File: src/design/eip_pkg.sv
/*
  Constants shared by the external pin interrupt logic: register indices,
  field positions, write masks, reset values and sense encodings.
  Assumes a 32-bit APB master; each register index n sits at byte address 4*n.
*/
package eip_pkg;

  // ****************************************************************
  // Register indices (byte address is four times the index)
  // ****************************************************************
  localparam logic [7:0] IDX_PC_MASK0  = 8'h09;
  localparam logic [7:0] IDX_PC_MASK1  = 8'h0A;
  localparam logic [7:0] IDX_FLAG      = 8'h0B;
  localparam logic [7:0] IDX_IRQ_MASK  = 8'h0C;
  localparam logic [7:0] IDX_PC_MASK2  = 8'h1A;
  localparam logic [7:0] IDX_PROC_CTRL = 8'h35;
  localparam int         PADDR_W       = 10;

  // ****************************************************************
  // Field positions
  // ****************************************************************
  localparam int BIT_EXT      = 0;
  localparam int BIT_PC0      = 4;
  localparam int BIT_PC1      = 5;
  localparam int BIT_PC2      = 6;
  localparam int BIT_SENSE_LO = 6;
  localparam int BIT_SENSE_HI = 7;

  // ****************************************************************
  // Writable bits and reset values
  // ****************************************************************
  localparam logic [7:0] WMASK_FLAG      = 8'h71;
  localparam logic [7:0] WMASK_IRQ_MASK  = 8'h71;
  localparam logic [7:0] WMASK_PC_MASK0  = 8'hFF;
  localparam logic [7:0] WMASK_PC_MASK1  = 8'h0F;
  localparam logic [7:0] WMASK_PC_MASK2  = 8'h3F;
  localparam logic [7:0] WMASK_PROC_CTRL = 8'hC0;
  localparam logic [7:0] RST_REG         = 8'h00;

  // ****************************************************************
  // Sense control encodings and vector lines
  // ****************************************************************
  localparam logic [1:0] SENSE_LOW  = 2'h0;
  localparam logic [1:0] SENSE_ANY  = 2'h1;
  localparam logic [1:0] SENSE_FALL = 2'h2;
  localparam logic [1:0] SENSE_RISE = 2'h3;
  localparam int         VEC_EXT    = 0;
  localparam int         VEC_PC0    = 1;
  localparam int         VEC_PC1    = 2;
  localparam int         VEC_PC2    = 3;
  localparam int         NUM_VEC    = 4;
  localparam int         NUM_PC     = 18;

endpackage

File: src/design/eip_pin_sync.sv
/*
  Two-stage synchroniser with a history stage for a group of pins.
  Assumes pins may change at any time relative to pclk.
*/
`timescale 1ns/1ps
module eip_pin_sync #(
  parameter int W = 1
) (
  // Clock and reset
  input  wire logic         pclk,
  input  wire logic         presetn,
  // Pins in
  input  wire logic [W-1:0] pin,
  // Synchronised level and change
  output logic      [W-1:0] level,
  output logic      [W-1:0] change
);

  typedef struct packed {
    logic [W-1:0] meta;
    logic [W-1:0] sync;
    logic [W-1:0] prev;
  } eip_sync_state_t;

  eip_sync_state_t s_q;
  eip_sync_state_t s_d;

  always_comb begin
    s_d      = s_q;
    s_d.meta = pin;
    s_d.sync = s_q.meta;
    s_d.prev = s_q.sync;
  end

  always_ff @(posedge pclk or negedge presetn) begin
    if (!presetn) begin
      s_q <= '0;
    end else begin
      s_q <= s_d;
    end
  end

  assign level  = s_q.sync;
  assign change = s_q.sync ^ s_q.prev;

endmodule

File: src/design/eip_top.sv
/*
  External pin interrupt logic: one dedicated pin with selectable sensing,
  eighteen pin-change inputs in three banks, flags, masks and vector requests.
  Assumes an APB master, pins synchronous or not, and a core that pulses
  vec_ack on entry to a service routine and drives the global enable gie.
*/
// The implementer's own choice: register access over APB.
`timescale 1ns/1ps
module eip_top
  import eip_pkg::*;
(
  // Clock and reset
  input  wire logic               pclk,
  input  wire logic               presetn,
  // APB slave
  input  wire logic               psel,
  input  wire logic               penable,
  input  wire logic               pwrite,
  input  wire logic [PADDR_W-1:0] paddr,
  input  wire logic [31:0]        pwdata,
  output logic      [31:0]        prdata,
  output logic                    pready,
  output logic                    pslverr,
  // Processor core
  input  wire logic               gie,
  input  wire logic [NUM_VEC-1:0] vec_ack,
  output logic      [NUM_VEC-1:0] vec_req,
  // Pins
  input  wire logic               ext_pin_irq,
  input  wire logic [NUM_PC-1:0]  pin_change_input,
  output logic                    pc_wake
);

  // ****************************************************************
  // State
  // ****************************************************************
  typedef struct packed {
    logic [7:0]         irq_mask_reg;
    logic [7:0]         irq_flag_reg;
    logic [7:0]         pc_mask_bank0;
    logic [7:0]         pc_mask_bank1;
    logic [7:0]         pc_mask_bank2;
    logic [7:0]         processor_control_reg;
    logic [31:0]        prdata;
    logic               pready;
    logic               pslverr;
    logic [NUM_VEC-1:0] vec_req;
    logic               pc_wake;
  } eip_state_t;

  eip_state_t s_q;
  eip_state_t s_d;

  // ****************************************************************
  // Pin synchronisers
  // ****************************************************************
  logic [NUM_PC-1:0] pc_level;
  logic [NUM_PC-1:0] pc_change;
  logic              ext_level;
  logic              ext_change;

  // The pad value is sampled whatever the pin direction
  eip_pin_sync #(.W(NUM_PC)) u_pc_sync (
    .pclk    (pclk),
    .presetn (presetn),
    .pin     (pin_change_input),
    .level   (pc_level),
    .change  (pc_change)
  );

  eip_pin_sync #(.W(1)) u_ext_sync (
    .pclk    (pclk),
    .presetn (presetn),
    .pin     (ext_pin_irq),
    .level   (ext_level),
    .change  (ext_change)
  );

  // ****************************************************************
  // Event detection
  // ****************************************************************
  logic [1:0]        sense;
  logic              ext_event;
  logic [NUM_PC-1:0] pc_enabled;
  logic [2:0]        pc_set;
  logic              pce0;
  logic              pce1;
  logic              pce2;

  assign sense = s_q.processor_control_reg[BIT_SENSE_HI:BIT_SENSE_LO];
  assign pce0  = s_q.irq_mask_reg[BIT_PC0];
  assign pce1  = s_q.irq_mask_reg[BIT_PC1];
  assign pce2  = s_q.irq_mask_reg[BIT_PC2];

  always_comb begin
    case (sense)
      SENSE_ANY:  ext_event = ext_change;
      SENSE_FALL: ext_event = ext_change & ~ext_level;
      SENSE_RISE: ext_event = ext_change & ext_level;
      default:    ext_event = 1'b0;
    endcase
  end

  // Per-pin gating by mask bit and bank enable
  assign pc_enabled = {s_q.pc_mask_bank2[5:0] & {6{pce2}},
                       s_q.pc_mask_bank1[3:0] & {4{pce1}},
                       s_q.pc_mask_bank0 & {8{pce0}}};

  // Plain clocked compare; no I/O clock gate sits in front of it
  assign pc_set = {|(pc_change[17:12] & pc_enabled[17:12]),
                   |(pc_change[11:8] & pc_enabled[11:8]),
                   |(pc_change[7:0] & pc_enabled[7:0])};

  // ****************************************************************
  // APB decode
  // ****************************************************************
  logic [7:0] idx;
  logic       idx_ok;
  logic [7:0] rd_val;
  logic       acc;
  logic       wr;

  assign idx = paddr[PADDR_W-1:2];
  assign acc = psel & penable & s_q.pready;
  assign wr  = acc & pwrite & ~s_q.pslverr;

  always_comb begin
    idx_ok = 1'b1;
    if (idx == IDX_PC_MASK0) begin
      rd_val = s_q.pc_mask_bank0;
    end else if (idx == IDX_PC_MASK1) begin
      rd_val = s_q.pc_mask_bank1;
    end else if (idx == IDX_FLAG) begin
      rd_val = s_q.irq_flag_reg;
    end else if (idx == IDX_IRQ_MASK) begin
      rd_val = s_q.irq_mask_reg;
    end else if (idx == IDX_PC_MASK2) begin
      rd_val = s_q.pc_mask_bank2;
    end else if (idx == IDX_PROC_CTRL) begin
      rd_val = s_q.processor_control_reg;
    end else begin
      rd_val = 8'h00;
      idx_ok = 1'b0;
    end
    if (paddr[1:0] != 2'h0) begin
      idx_ok = 1'b0;
    end
  end

  // ****************************************************************
  // Next state
  // ****************************************************************
  logic [7:0] flag_set;
  logic [7:0] flag_clr;
  logic       level_req;

  always_comb begin
    s_d = s_q;

    // One wait-free access: answer is prepared during the setup cycle
    s_d.pready  = psel & ~penable;
    s_d.pslverr = psel & ~penable & ~idx_ok;
    s_d.prdata  = (psel & ~penable & ~pwrite) ? {24'h000000, rd_val} : 32'h00000000;

    // Only the writable bits move, reserved bits stay zero
    if (wr && idx == IDX_PC_MASK0) begin
      s_d.pc_mask_bank0 = pwdata[7:0] & WMASK_PC_MASK0;
    end
    if (wr && idx == IDX_PC_MASK1) begin
      s_d.pc_mask_bank1 = pwdata[7:0] & WMASK_PC_MASK1;
    end
    if (wr && idx == IDX_PC_MASK2) begin
      s_d.pc_mask_bank2 = pwdata[7:0] & WMASK_PC_MASK2;
    end
    if (wr && idx == IDX_IRQ_MASK) begin
      s_d.irq_mask_reg = pwdata[7:0] & WMASK_IRQ_MASK;
    end
    if (wr && idx == IDX_PROC_CTRL) begin
      s_d.processor_control_reg = pwdata[7:0] & WMASK_PROC_CTRL;
    end

    flag_set          = 8'h00;
    flag_set[BIT_EXT] = ext_event;
    flag_set[BIT_PC0] = pc_set[0];
    flag_set[BIT_PC1] = pc_set[1];
    flag_set[BIT_PC2] = pc_set[2];

    flag_clr          = 8'h00;
    if (wr && idx == IDX_FLAG) begin
      flag_clr = pwdata[7:0] & WMASK_FLAG;
    end
    flag_clr[BIT_EXT] = flag_clr[BIT_EXT] | vec_ack[VEC_EXT];
    flag_clr[BIT_PC0] = flag_clr[BIT_PC0] | vec_ack[VEC_PC0];
    flag_clr[BIT_PC1] = flag_clr[BIT_PC1] | vec_ack[VEC_PC1];
    flag_clr[BIT_PC2] = flag_clr[BIT_PC2] | vec_ack[VEC_PC2];

    // A set in the same cycle as a clear wins so no event is lost
    s_d.irq_flag_reg = ((s_q.irq_flag_reg & ~flag_clr) | flag_set) & WMASK_FLAG;
    if (sense == SENSE_LOW) begin
      s_d.irq_flag_reg[BIT_EXT] = 1'b0;
    end

    // Level mode requests for as long as the pin stays low
    level_req = (sense == SENSE_LOW) & ~ext_level;
    s_d.vec_req[VEC_EXT] = s_q.irq_mask_reg[BIT_EXT] & gie &
                           (s_q.irq_flag_reg[BIT_EXT] | level_req);
    s_d.vec_req[VEC_PC0] = s_q.irq_flag_reg[BIT_PC0] & pce0 & gie;
    s_d.vec_req[VEC_PC1] = s_q.irq_flag_reg[BIT_PC1] & pce1 & gie;
    s_d.vec_req[VEC_PC2] = s_q.irq_flag_reg[BIT_PC2] & pce2 & gie;

    // Wake hint independent of gie; core sleep logic decides what to do with it
    s_d.pc_wake = |pc_set | level_req & s_q.irq_mask_reg[BIT_EXT];
  end

  always_ff @(posedge pclk or negedge presetn) begin
    if (!presetn) begin
      s_q <= '0;
    end else begin
      s_q <= s_d;
    end
  end

  assign prdata  = s_q.prdata;
  assign pready  = s_q.pready;
  assign pslverr = s_q.pslverr;
  assign vec_req = s_q.vec_req;
  assign pc_wake = s_q.pc_wake;
endmodule

File: config.mk
export PLATFORM = sky130hd
export DESIGN_NAME = eip_top
export DESIGN_NICKNAME = d
export VERILOG_FILES = /design/src/design/eip_pkg.sv /design/src/design/eip_pin_sync.sv /design/src/design/eip_top.sv
export SDC_FILE = /design/constraint.sdc
export NUM_CORES = 1
export LEC_CHECK = 0
export BUFFER_PORTS_ARGS = -buffer_cell sky130_fd_sc_hd__buf_4
export CORE_MARGIN = 10
export CORE_UTILIZATION = 52
export CTS_CLUSTER_DIAMETER = 60
export DETAILED_ROUTE_END_ITERATION = 8
export GPL_TIMING_DRIVEN = 0
export PLACE_DENSITY_LB_ADDON = 0.25
export SKIP_LAST_GASP = 1
export SYNTH_ARGS = -nofsm -noshare
export SYNTH_HDL_FRONTEND = slang
export SYNTH_HIERARCHICAL = 1
export SYNTH_SLANG_ARGS = --single-unit
File: constraint.sdc
create_clock -name pclk -period 2.2 [get_ports pclk]
set_input_delay 0.33 -clock pclk [delete_from_list [all_inputs] [get_ports pclk]]
set_output_delay 0.33 -clock pclk [all_outputs]
set_load 0.05 [all_outputs]
==> results.yml, run 1 <==
status:
  outcome: "finished, final reports clean"
critical_path:
  arrival_ps: 2300
  rr_worst_depth: 4
  timing.rr.end: "pce1"
  cp_max_fo: 6
  endpoint_kind: "flop"
  r2r_start: "pslverr"
  cp-start-kind: "input port"
  ff2ff_setup_slack_ps: 380
  crit_required_ps: 2450
  critPathKind: "in -> reg"
  startpoint: "paddr[9]"
grt:
  grt_pass1_vias: 2549
  overflow: 0
  grt_pass1_wl_um: 13000
  grt.total_usage_pct: 14.2
  grt_max_degree: 101
  antenna_found_initial: 0
sta:
  tightest_slew_ps: 1180
  slew_headroom_pct: 21.3
  timing.final.ws_setup_ps: 156
  finalSetupViolations: 0
  min_period_ps: 2040
  timing.final.crit_share_pct: 92.9
  rsz0062_at_grt: "false"
  setup-tns-final_ps: 0
  fmax_ghz: 0.489
  maxSlewViolCount: 0
  hold_viol_final: 0
  skew_ps: 7.64
  fin_hold_ws_ps: 73.9
detailed_routing:
  routed_wirelength_um: 8080
  ant_nets: 0
  drc: 0
  drtPass1Iterations: 4
  vias_per_cell: 4.94
  vias: 2446
  drtIter0Drc: 174
  wire_per_inst_um: 16.3
clocking:
  cts_hold_buf: 0
  post_cts_buffers: 0
  cts_sinks: 100
  clock_latency_ps: 360
  cts_max_level: 3
  cts_tree: "built"
  post_cts_resized: 0
  cts_buffer_depth: 2
  clk_pin_slew_worst_paths_ps: 90
  numCtsBuffers: 9
  root_buffer: "clkbuf_8"
floorplanning:
  die_h_um: 108
  start_util_pct: 54.1
  die_area_um2: 11600
  die_w_um: 108
  rows: 31
  core-area_um2: 7370
  num_io_pins: 110
final_layout:
  fin_area_um2: 4900
  diodes: 0
  area_delta_synth_final_pct: 23.0
  final_nets: 462
  layout.cells.non_filler: 495
  final_util_pct: 66.5
  drive_gt1_share_pct: 37.6
  final_common_cell: "dfrtp_1"
  final_cell_mix: "dfrtp_1 (100), buf_4 (97), mux2_2 (27), conb_1 (24), xor2_1 (20)"
power_and_ir_drop:
  peakVddDrop_mv: 0.521
  power.leakage_nw: 2.42
  switchingPower_mw: 0.865
  swShare_pct: 23.8
  p_comb_share_pct: 8.9
  power_mw: 3.64
  p_clk_share_pct: 38.4
  p_int_mw: 2.78
  pwr-share-seq_pct: 52.7
  p_per_area_nw_per_um2: 743
logic_synthesis:
  avgSynthCellArea_um2: 13.5
  synth_area_um2: 3980
  synthCells: 296
  ys_warn_count: 6
placed_design:
  place_ws_ps: -127
  dp.cells: 479
  post_dp_cell_area_um2: 4650
  gp_congestion: 0.901
  place_hpwl_um: 5980
  portBuffers: 61
min_path:
  min_path_type: "in -> reg"
  worstHoldPathCells: 1
  holdPathEnd: "u_pc_sync/s_d[19]"
  min_from: "pin_change_input[1]"
run:
  drv.max_cap_violation_count: 0
final cells by class:
class / count / area, um^2
clock buffers: 9 / 124
well taps: 99 / 124
multi-input cells: 171 / 1250
repair buffers: 61 / 458
plain buffers: 41 / 289
clock inverters: 7 / 123
fillers: 581 / 2470
flip-flops and latches: 100 / 2500
inverters: 7 / 26.3
state kept, by name, indices dropped and copies added, names as in the netlist, 4 cells and up:
name	flops
u_pc_sync/level	18
prdata	8
u_pc_sync/s_d	18
vec_req	4
s_q	25
u_pc_sync/s_q	18
worst max path at each step:
stage	slack [ps]	endpoint
after floorplan	250	s_q[55]
after global placement	-190	pce2
after detailed placement	-130	pce1
final	160	pce1
after CTS	230	pce2
after global routing	60	pce1
worst max-delay path, cell delays in order:
cell and delay [ps]:
buf_4 110, or2_2 280, clkbuf_1 190, nor3_1 590
and4_1 440, mux2_2 360
metal layers:
layer / vias to the layer above / global-route usage, % / wire, um
met3: 12 / 4.31 / 711
met5: - / 0 / 0
met1: 1174 / 17.8 / 3380
met4: 0 / 6.30 / 148
li1: 1163 / - / -
met2: 97 / 22.0 / 3840
power by group through the flow:
stage | Combinational, mW | Clock (mW) | Sequential, mW
CTS | 0.324 | 1.43 | 1.92
detailed placement | 0.323 | 0 | 1.96
global placement | 0.322 | 0 | 1.95
global route | 0.352 | 1.50 | 1.93
floorplan | 0.185 | 0 | 1.96
finish | 0.324 | 1.40 | 1.92
(Power assumes the default switching activity.)
==> inputs of run 2 (changes only) <==
--- a/config.mk
+++ b/config.mk
@@ -5,9 +5,10 @@
 export SDC_FILE = /design/constraint.sdc
 export NUM_CORES = 1
 export LEC_CHECK = 0
+export ABC_AREA = 1
 export BUFFER_PORTS_ARGS = -buffer_cell sky130_fd_sc_hd__buf_4
 export CORE_MARGIN = 10
-export CORE_UTILIZATION = 52
+export CORE_UTILIZATION = 53
 export CTS_CLUSTER_DIAMETER = 60
 export DETAILED_ROUTE_END_ITERATION = 8
 export GPL_TIMING_DRIVEN = 0
==> results.yml, run 2 <==
detailed_routing:
  ant_nets: 0
  drc: 0
  vias: 3129
  wire_per_inst_um: 12.9
  drtIter0Drc: 131
  drtPass1Iterations: 5
  routed_wirelength_um: 8600
  vias_per_cell: 4.68
power_and_ir_drop:
  switchingPower_mw: 0.863
  p_clk_share_pct: 37.5
  power.leakage_nw: 2.87
  power_mw: 3.62
  p_comb_share_pct: 9.3
  peakVddDrop_mv: 0.474
  pwr-share-seq_pct: 53.2
  p_int_mw: 2.76
  swShare_pct: 23.8
  p_per_area_nw_per_um2: 696
placed_design:
  place_hpwl_um: 6510
  post_dp_cell_area_um2: 4970
  place_ws_ps: 719
  dp.cells: 653
  gp_congestion: 0.878
  portBuffers: 61
final_layout:
  final_nets: 633
  final_util_pct: 66.7
  top_register: "s_q"
  layout.cells.non_filler: 668
  final_cell_mix: "nand2_1 (135), dfrtp_1 (100), buf_4 (97), inv_1 (74), nor2_1 (31)"
  drive_gt1_share_pct: 26.1
  final_common_cell: "nand2_1"
  fin_area_um2: 5210
  largest_register_ffs: 25
  diodes: 0
  area_delta_synth_final_pct: 21.1
  num-fill-cells: 632
floorplanning:
  start_util_pct: 55.1
  core-area_um2: 7810
  die_w_um: 110
  die_area_um2: 12100
  num_io_pins: 110
  rows: 32
  die_h_um: 110
critical_path:
  ff2ff_setup_slack_ps: 820
  arrival_ps: 1100
  path_buf_inv: 1
  cp-start-kind: "flop"
  r2r_start: "u_pc_sync/level[13]"
  endpoint_kind: "primary output"
  slowest_delay_ps: 490
  path_delay_family: "flip-flops"
  worst_path_max_delay_cell: "dfrtp_1"
  cp_cell_sequence: "buf_4"
  cp_max_fo: 3
  startpoint: "pslverr"
  crit_required_ps: 1870
  rr_worst_depth: 6
  cp-endpoint: "pslverr"
  critPathKind: "reg -> out"
  cp.depth: 1
  timing.rr.end: "pc_wake"
clocking:
  clock_latency_ps: 360
  cts_hold_buf: 0
  post_cts_buffers: 0
  cts_sinks: 100
  cts_max_level: 3
  clk_pin_slew_worst_paths_ps: 90
  numCtsBuffers: 9
  root_buffer: "clkbuf_8"
  post_cts_resized: 0
  cts_tree: "built"
  cts_buffer_depth: 2
sta:
  tightest_slew_ps: 1210
  finalSetupViolations: 0
  setup-tns-final_ps: 0
  slew_headroom_pct: 19.3
  timing.final.crit_share_pct: 65.0
  fin_hold_ws_ps: 69.0
  skew_ps: 9.67
  maxSlewViolCount: 0
  hold_viol_final: 0
  rsz0062_at_grt: "false"
  fmax_ghz: 0.699
  min_period_ps: 1430
  timing.final.ws_setup_ps: 770
grt:
  grt_pass1_vias: 3211
  grt.total_usage_pct: 14.8
  antenna_found_initial: 0
  grt.busiest_layer: "met2"
  grt_pass1_wl_um: 14200
  grtUsageMet3_pct: 3.48
  grt_max_degree: 101
  overflow: 0
  use_met1_pct: 17.1
  use_met2_pct: 25.2
logic_synthesis:
  ys_warn_count: 6
  synth_area_um2: 4300
  avgSynthCellArea_um2: 9.21
  synthCells: 467
status:
  outcome: "finished, final reports clean"
min_path:
  min_path_type: "in -> reg"
  min_from: "pin_change_input[5]"
run:
  drv.max_cap_violation_count: 0
## run 2: final cells by class
| type | count | area [um^2] | area share, % |
|---|---|---|---|
| plain buffers | 38 | 293 | 5.62 |
| clock buffers | 9 | 124 | 2.38 |
| clock inverters | 6 | 111 | 2.14 |
| inverters | 75 | 283 | 5.43 |
| multi-input cells | 277 | 1310 | 25.1 |
| flip-flops and latches | 100 | 2500 | 48.1 |
| well taps | 102 | 128 | 2.45 |
| repair buffers | 61 | 458 | 8.79 |
## run 2: per-layer routing
layer / share of wire [%] / wire length (um) / vias up
met5: 0 / 0 / -
met4: 1.7 / 150 / 0
met3: 8.1 / 694 / 18
met2: 51 / 4410 / 94
met1: 39 / 3350 / 1469
li1: - / - / 1548
## run 2: how the worst min path moves through the flow
| stage | end | depth (start not counted) | slack [ps] |
|---|---|---|---|
| floorplan | pc_wake | 0 | 30 |
| global route | u_pc_sync/s_d[26] | 1 | 50 |
| detailed placement | u_pc_sync/level[1] | 0 | 330 |
| global placement | u_pc_sync/level[17] | 0 | 330 |
| finish | u_pc_sync/s_d[23] | 1 | 70 |
| CTS | u_pc_sync/s_d[22] | 1 | 60 |
## run 2: power groups by stage
stage          combinational [mW]  sequential (mW)  clock [mW]
2_1_floorplan               0.204             1.96           0
3_3_place_gp                0.330             1.96           0
3_5_place_dp                0.338             1.96           0
4_1_cts                     0.339             1.93        1.38
5_1_grt                     0.374             1.93        1.46
6_report                    0.338             1.93        1.36
==> inputs of run 3 (changes only) <==
==> constraint.sdc (replaced) <==
create_clock -name pclk -period 1.4 [get_ports pclk]
set_input_delay 0.21 -clock pclk [delete_from_list [all_inputs] [get_ports pclk]]
set_output_delay 0.21 -clock pclk [all_outputs]
set_load 0.05 [all_outputs]
==> results.yml, run 3 (same netlist as run 2, synthesis figures left out) <==
grt:
  antenna_found_initial: 0
  grt_pass1_vias: 3103
  grt_max_degree: 101
  grt.total_usage_pct: 14.6
  overflow: 0
  grt_pass1_wl_um: 14100
sta:
  slew_headroom_pct: 20.5
  skew_ps: 11.8
  finalSetupViolations: 0
  fin_hold_ws_ps: 41.3
  min_period_ps: 1300
  hold_viol_final: 0
  fmax_ghz: 0.766
  timing.final.crit_share_pct: 93.2
  rsz0062_at_grt: "false"
  maxSlewViolCount: 0
  setup-tns-final_ps: 0
  tightest_slew_ps: 1190
  timing.final.ws_setup_ps: 95.3
critical_path:
  cp_cell_sequence: "buf_4"
  slowest_delay_ps: 490
  path_buf_inv: 1
  endpoint_kind: "primary output"
  worst_path_max_delay_cell: "dfrtp_1"
  crit_required_ps: 1190
  cp_max_fo: 3
  cp-start-kind: "flop"
  path_delay_family: "flip-flops"
  arrival_ps: 1090
  critPathKind: "reg -> out"
placed_design:
  gp_congestion: 0.867
  portBuffers: 61
  place_ws_ps: -2.96
  place_hpwl_um: 6310
detailed_routing:
  met2_length_um: 4200
  vias_per_cell: 4.56
  wl_met3_um: 795
  met1Wirelength_um: 3330
  top_layer_used: "met4"
  wire_per_inst_um: 12.3
  drtIter0Drc: 160
  routed_wirelength_um: 8490
  drc: 0
  drtPass1Iterations: 6
  ant_nets: 0
  vias: 3137
final_layout:
  final_common_cell: "nand2_1"
  largest_register_ffs: 25
  final_nets: 652
  drive_gt1_share_pct: 25.6
  area_delta_synth_final_pct: 24.6
  diodes: 0
  final_cell_mix: "nand2_1 (135), dfrtp_1 (99), buf_4 (97), inv_1 (74), nor2_1 (31)"
  top_register: "s_q"
clocking:
  numCtsBuffers: 9
  clock_latency_ps: 360
  cts_sinks: 100
  cts_tree: "built"
  clk_pin_slew_worst_paths_ps: 90
  post_cts_buffers: 0
  root_buffer: "clkbuf_8"
  cts_buffer_depth: 2
  cts_max_level: 3
run:
  drv.max_cap_violation_count: 0
floorplanning:
  rows: 32
  num_io_pins: 110
  start_util_pct: 55.1
  die_h_um: 110
  die_area_um2: 12100
  core-area_um2: 7810
  die_w_um: 110
power_and_ir_drop:
  power.leakage_nw: 2.91
  power_mw: 5.30
  peakVddDrop_mv: 0.646
  p_per_area_nw_per_um2: 989
min_path:
  min_path_type: "in -> reg"
status:
  outcome: "finished, final reports clean"
==> run 3: per-layer routing <==
layer  track usage [%]  vias to the layer above
met4              6.60                        0
met3              3.77                       16
met5                 0                        -
li1                  -                     1590
met1              17.4                     1424
met2              24.4                      107
==> run 3: final timing paths <==
check | to | cells after the start | slack (ps) | start
min | pready | 2 | 40 | penable
max reg2reg | s_q[50] | 6 | 120 | pready
max | pslverr | 1 | 100 | pslverr
min in group asynchronous | u_pc_sync/s_d[26] | 1 | 80 | presetn
min reg2reg | u_pc_sync/level[4] | 0 | 350 | u_pc_sync/s_d[22]
max in group asynchronous | pready | 1 | 500 | presetn
==> run 3: final cells by class <==
type | count | area (um^2)
plain buffers | 38 | 293
clock buffers | 10 | 138
clock inverters | 6 | 47.5
fillers | 629 | 2450
inverters | 75 | 283
multi-input cells | 277 | 1320
flip-flops and latches | 100 | 2500
well taps | 102 | 128
repair buffers | 80 | 648
==> run 3: where the power goes <==
| part | total, mW | internal, mW | switching, mW | leakage (nW) |
|---|---|---|---|---|
| clock network | 1.70 | 0.710 | 0.990 | 0.0868 |
| logic | 0.572 | 0.214 | 0.358 | 1.58 |
| registers | 3.03 | 2.98 | 0.0490 | 1.25 |
==> run 3: stage by stage <==
step,cell area [um^2],utilization (%),instances
4_1_cts,5360,68.6,688
3_5_place_dp,4980,63.8,653
6_report,5360,68.6,688
2_1_floorplan,4400,-,490
3_3_place_gp,4980,63.8,653
5_1_grt,5360,68.6,688
==> run 3: what timing repair did <==
item,4_1_cts,5_1_grt
endpoints found under the hold margin,19,0
hold buffers,19,0
gates resized for setup,0,0
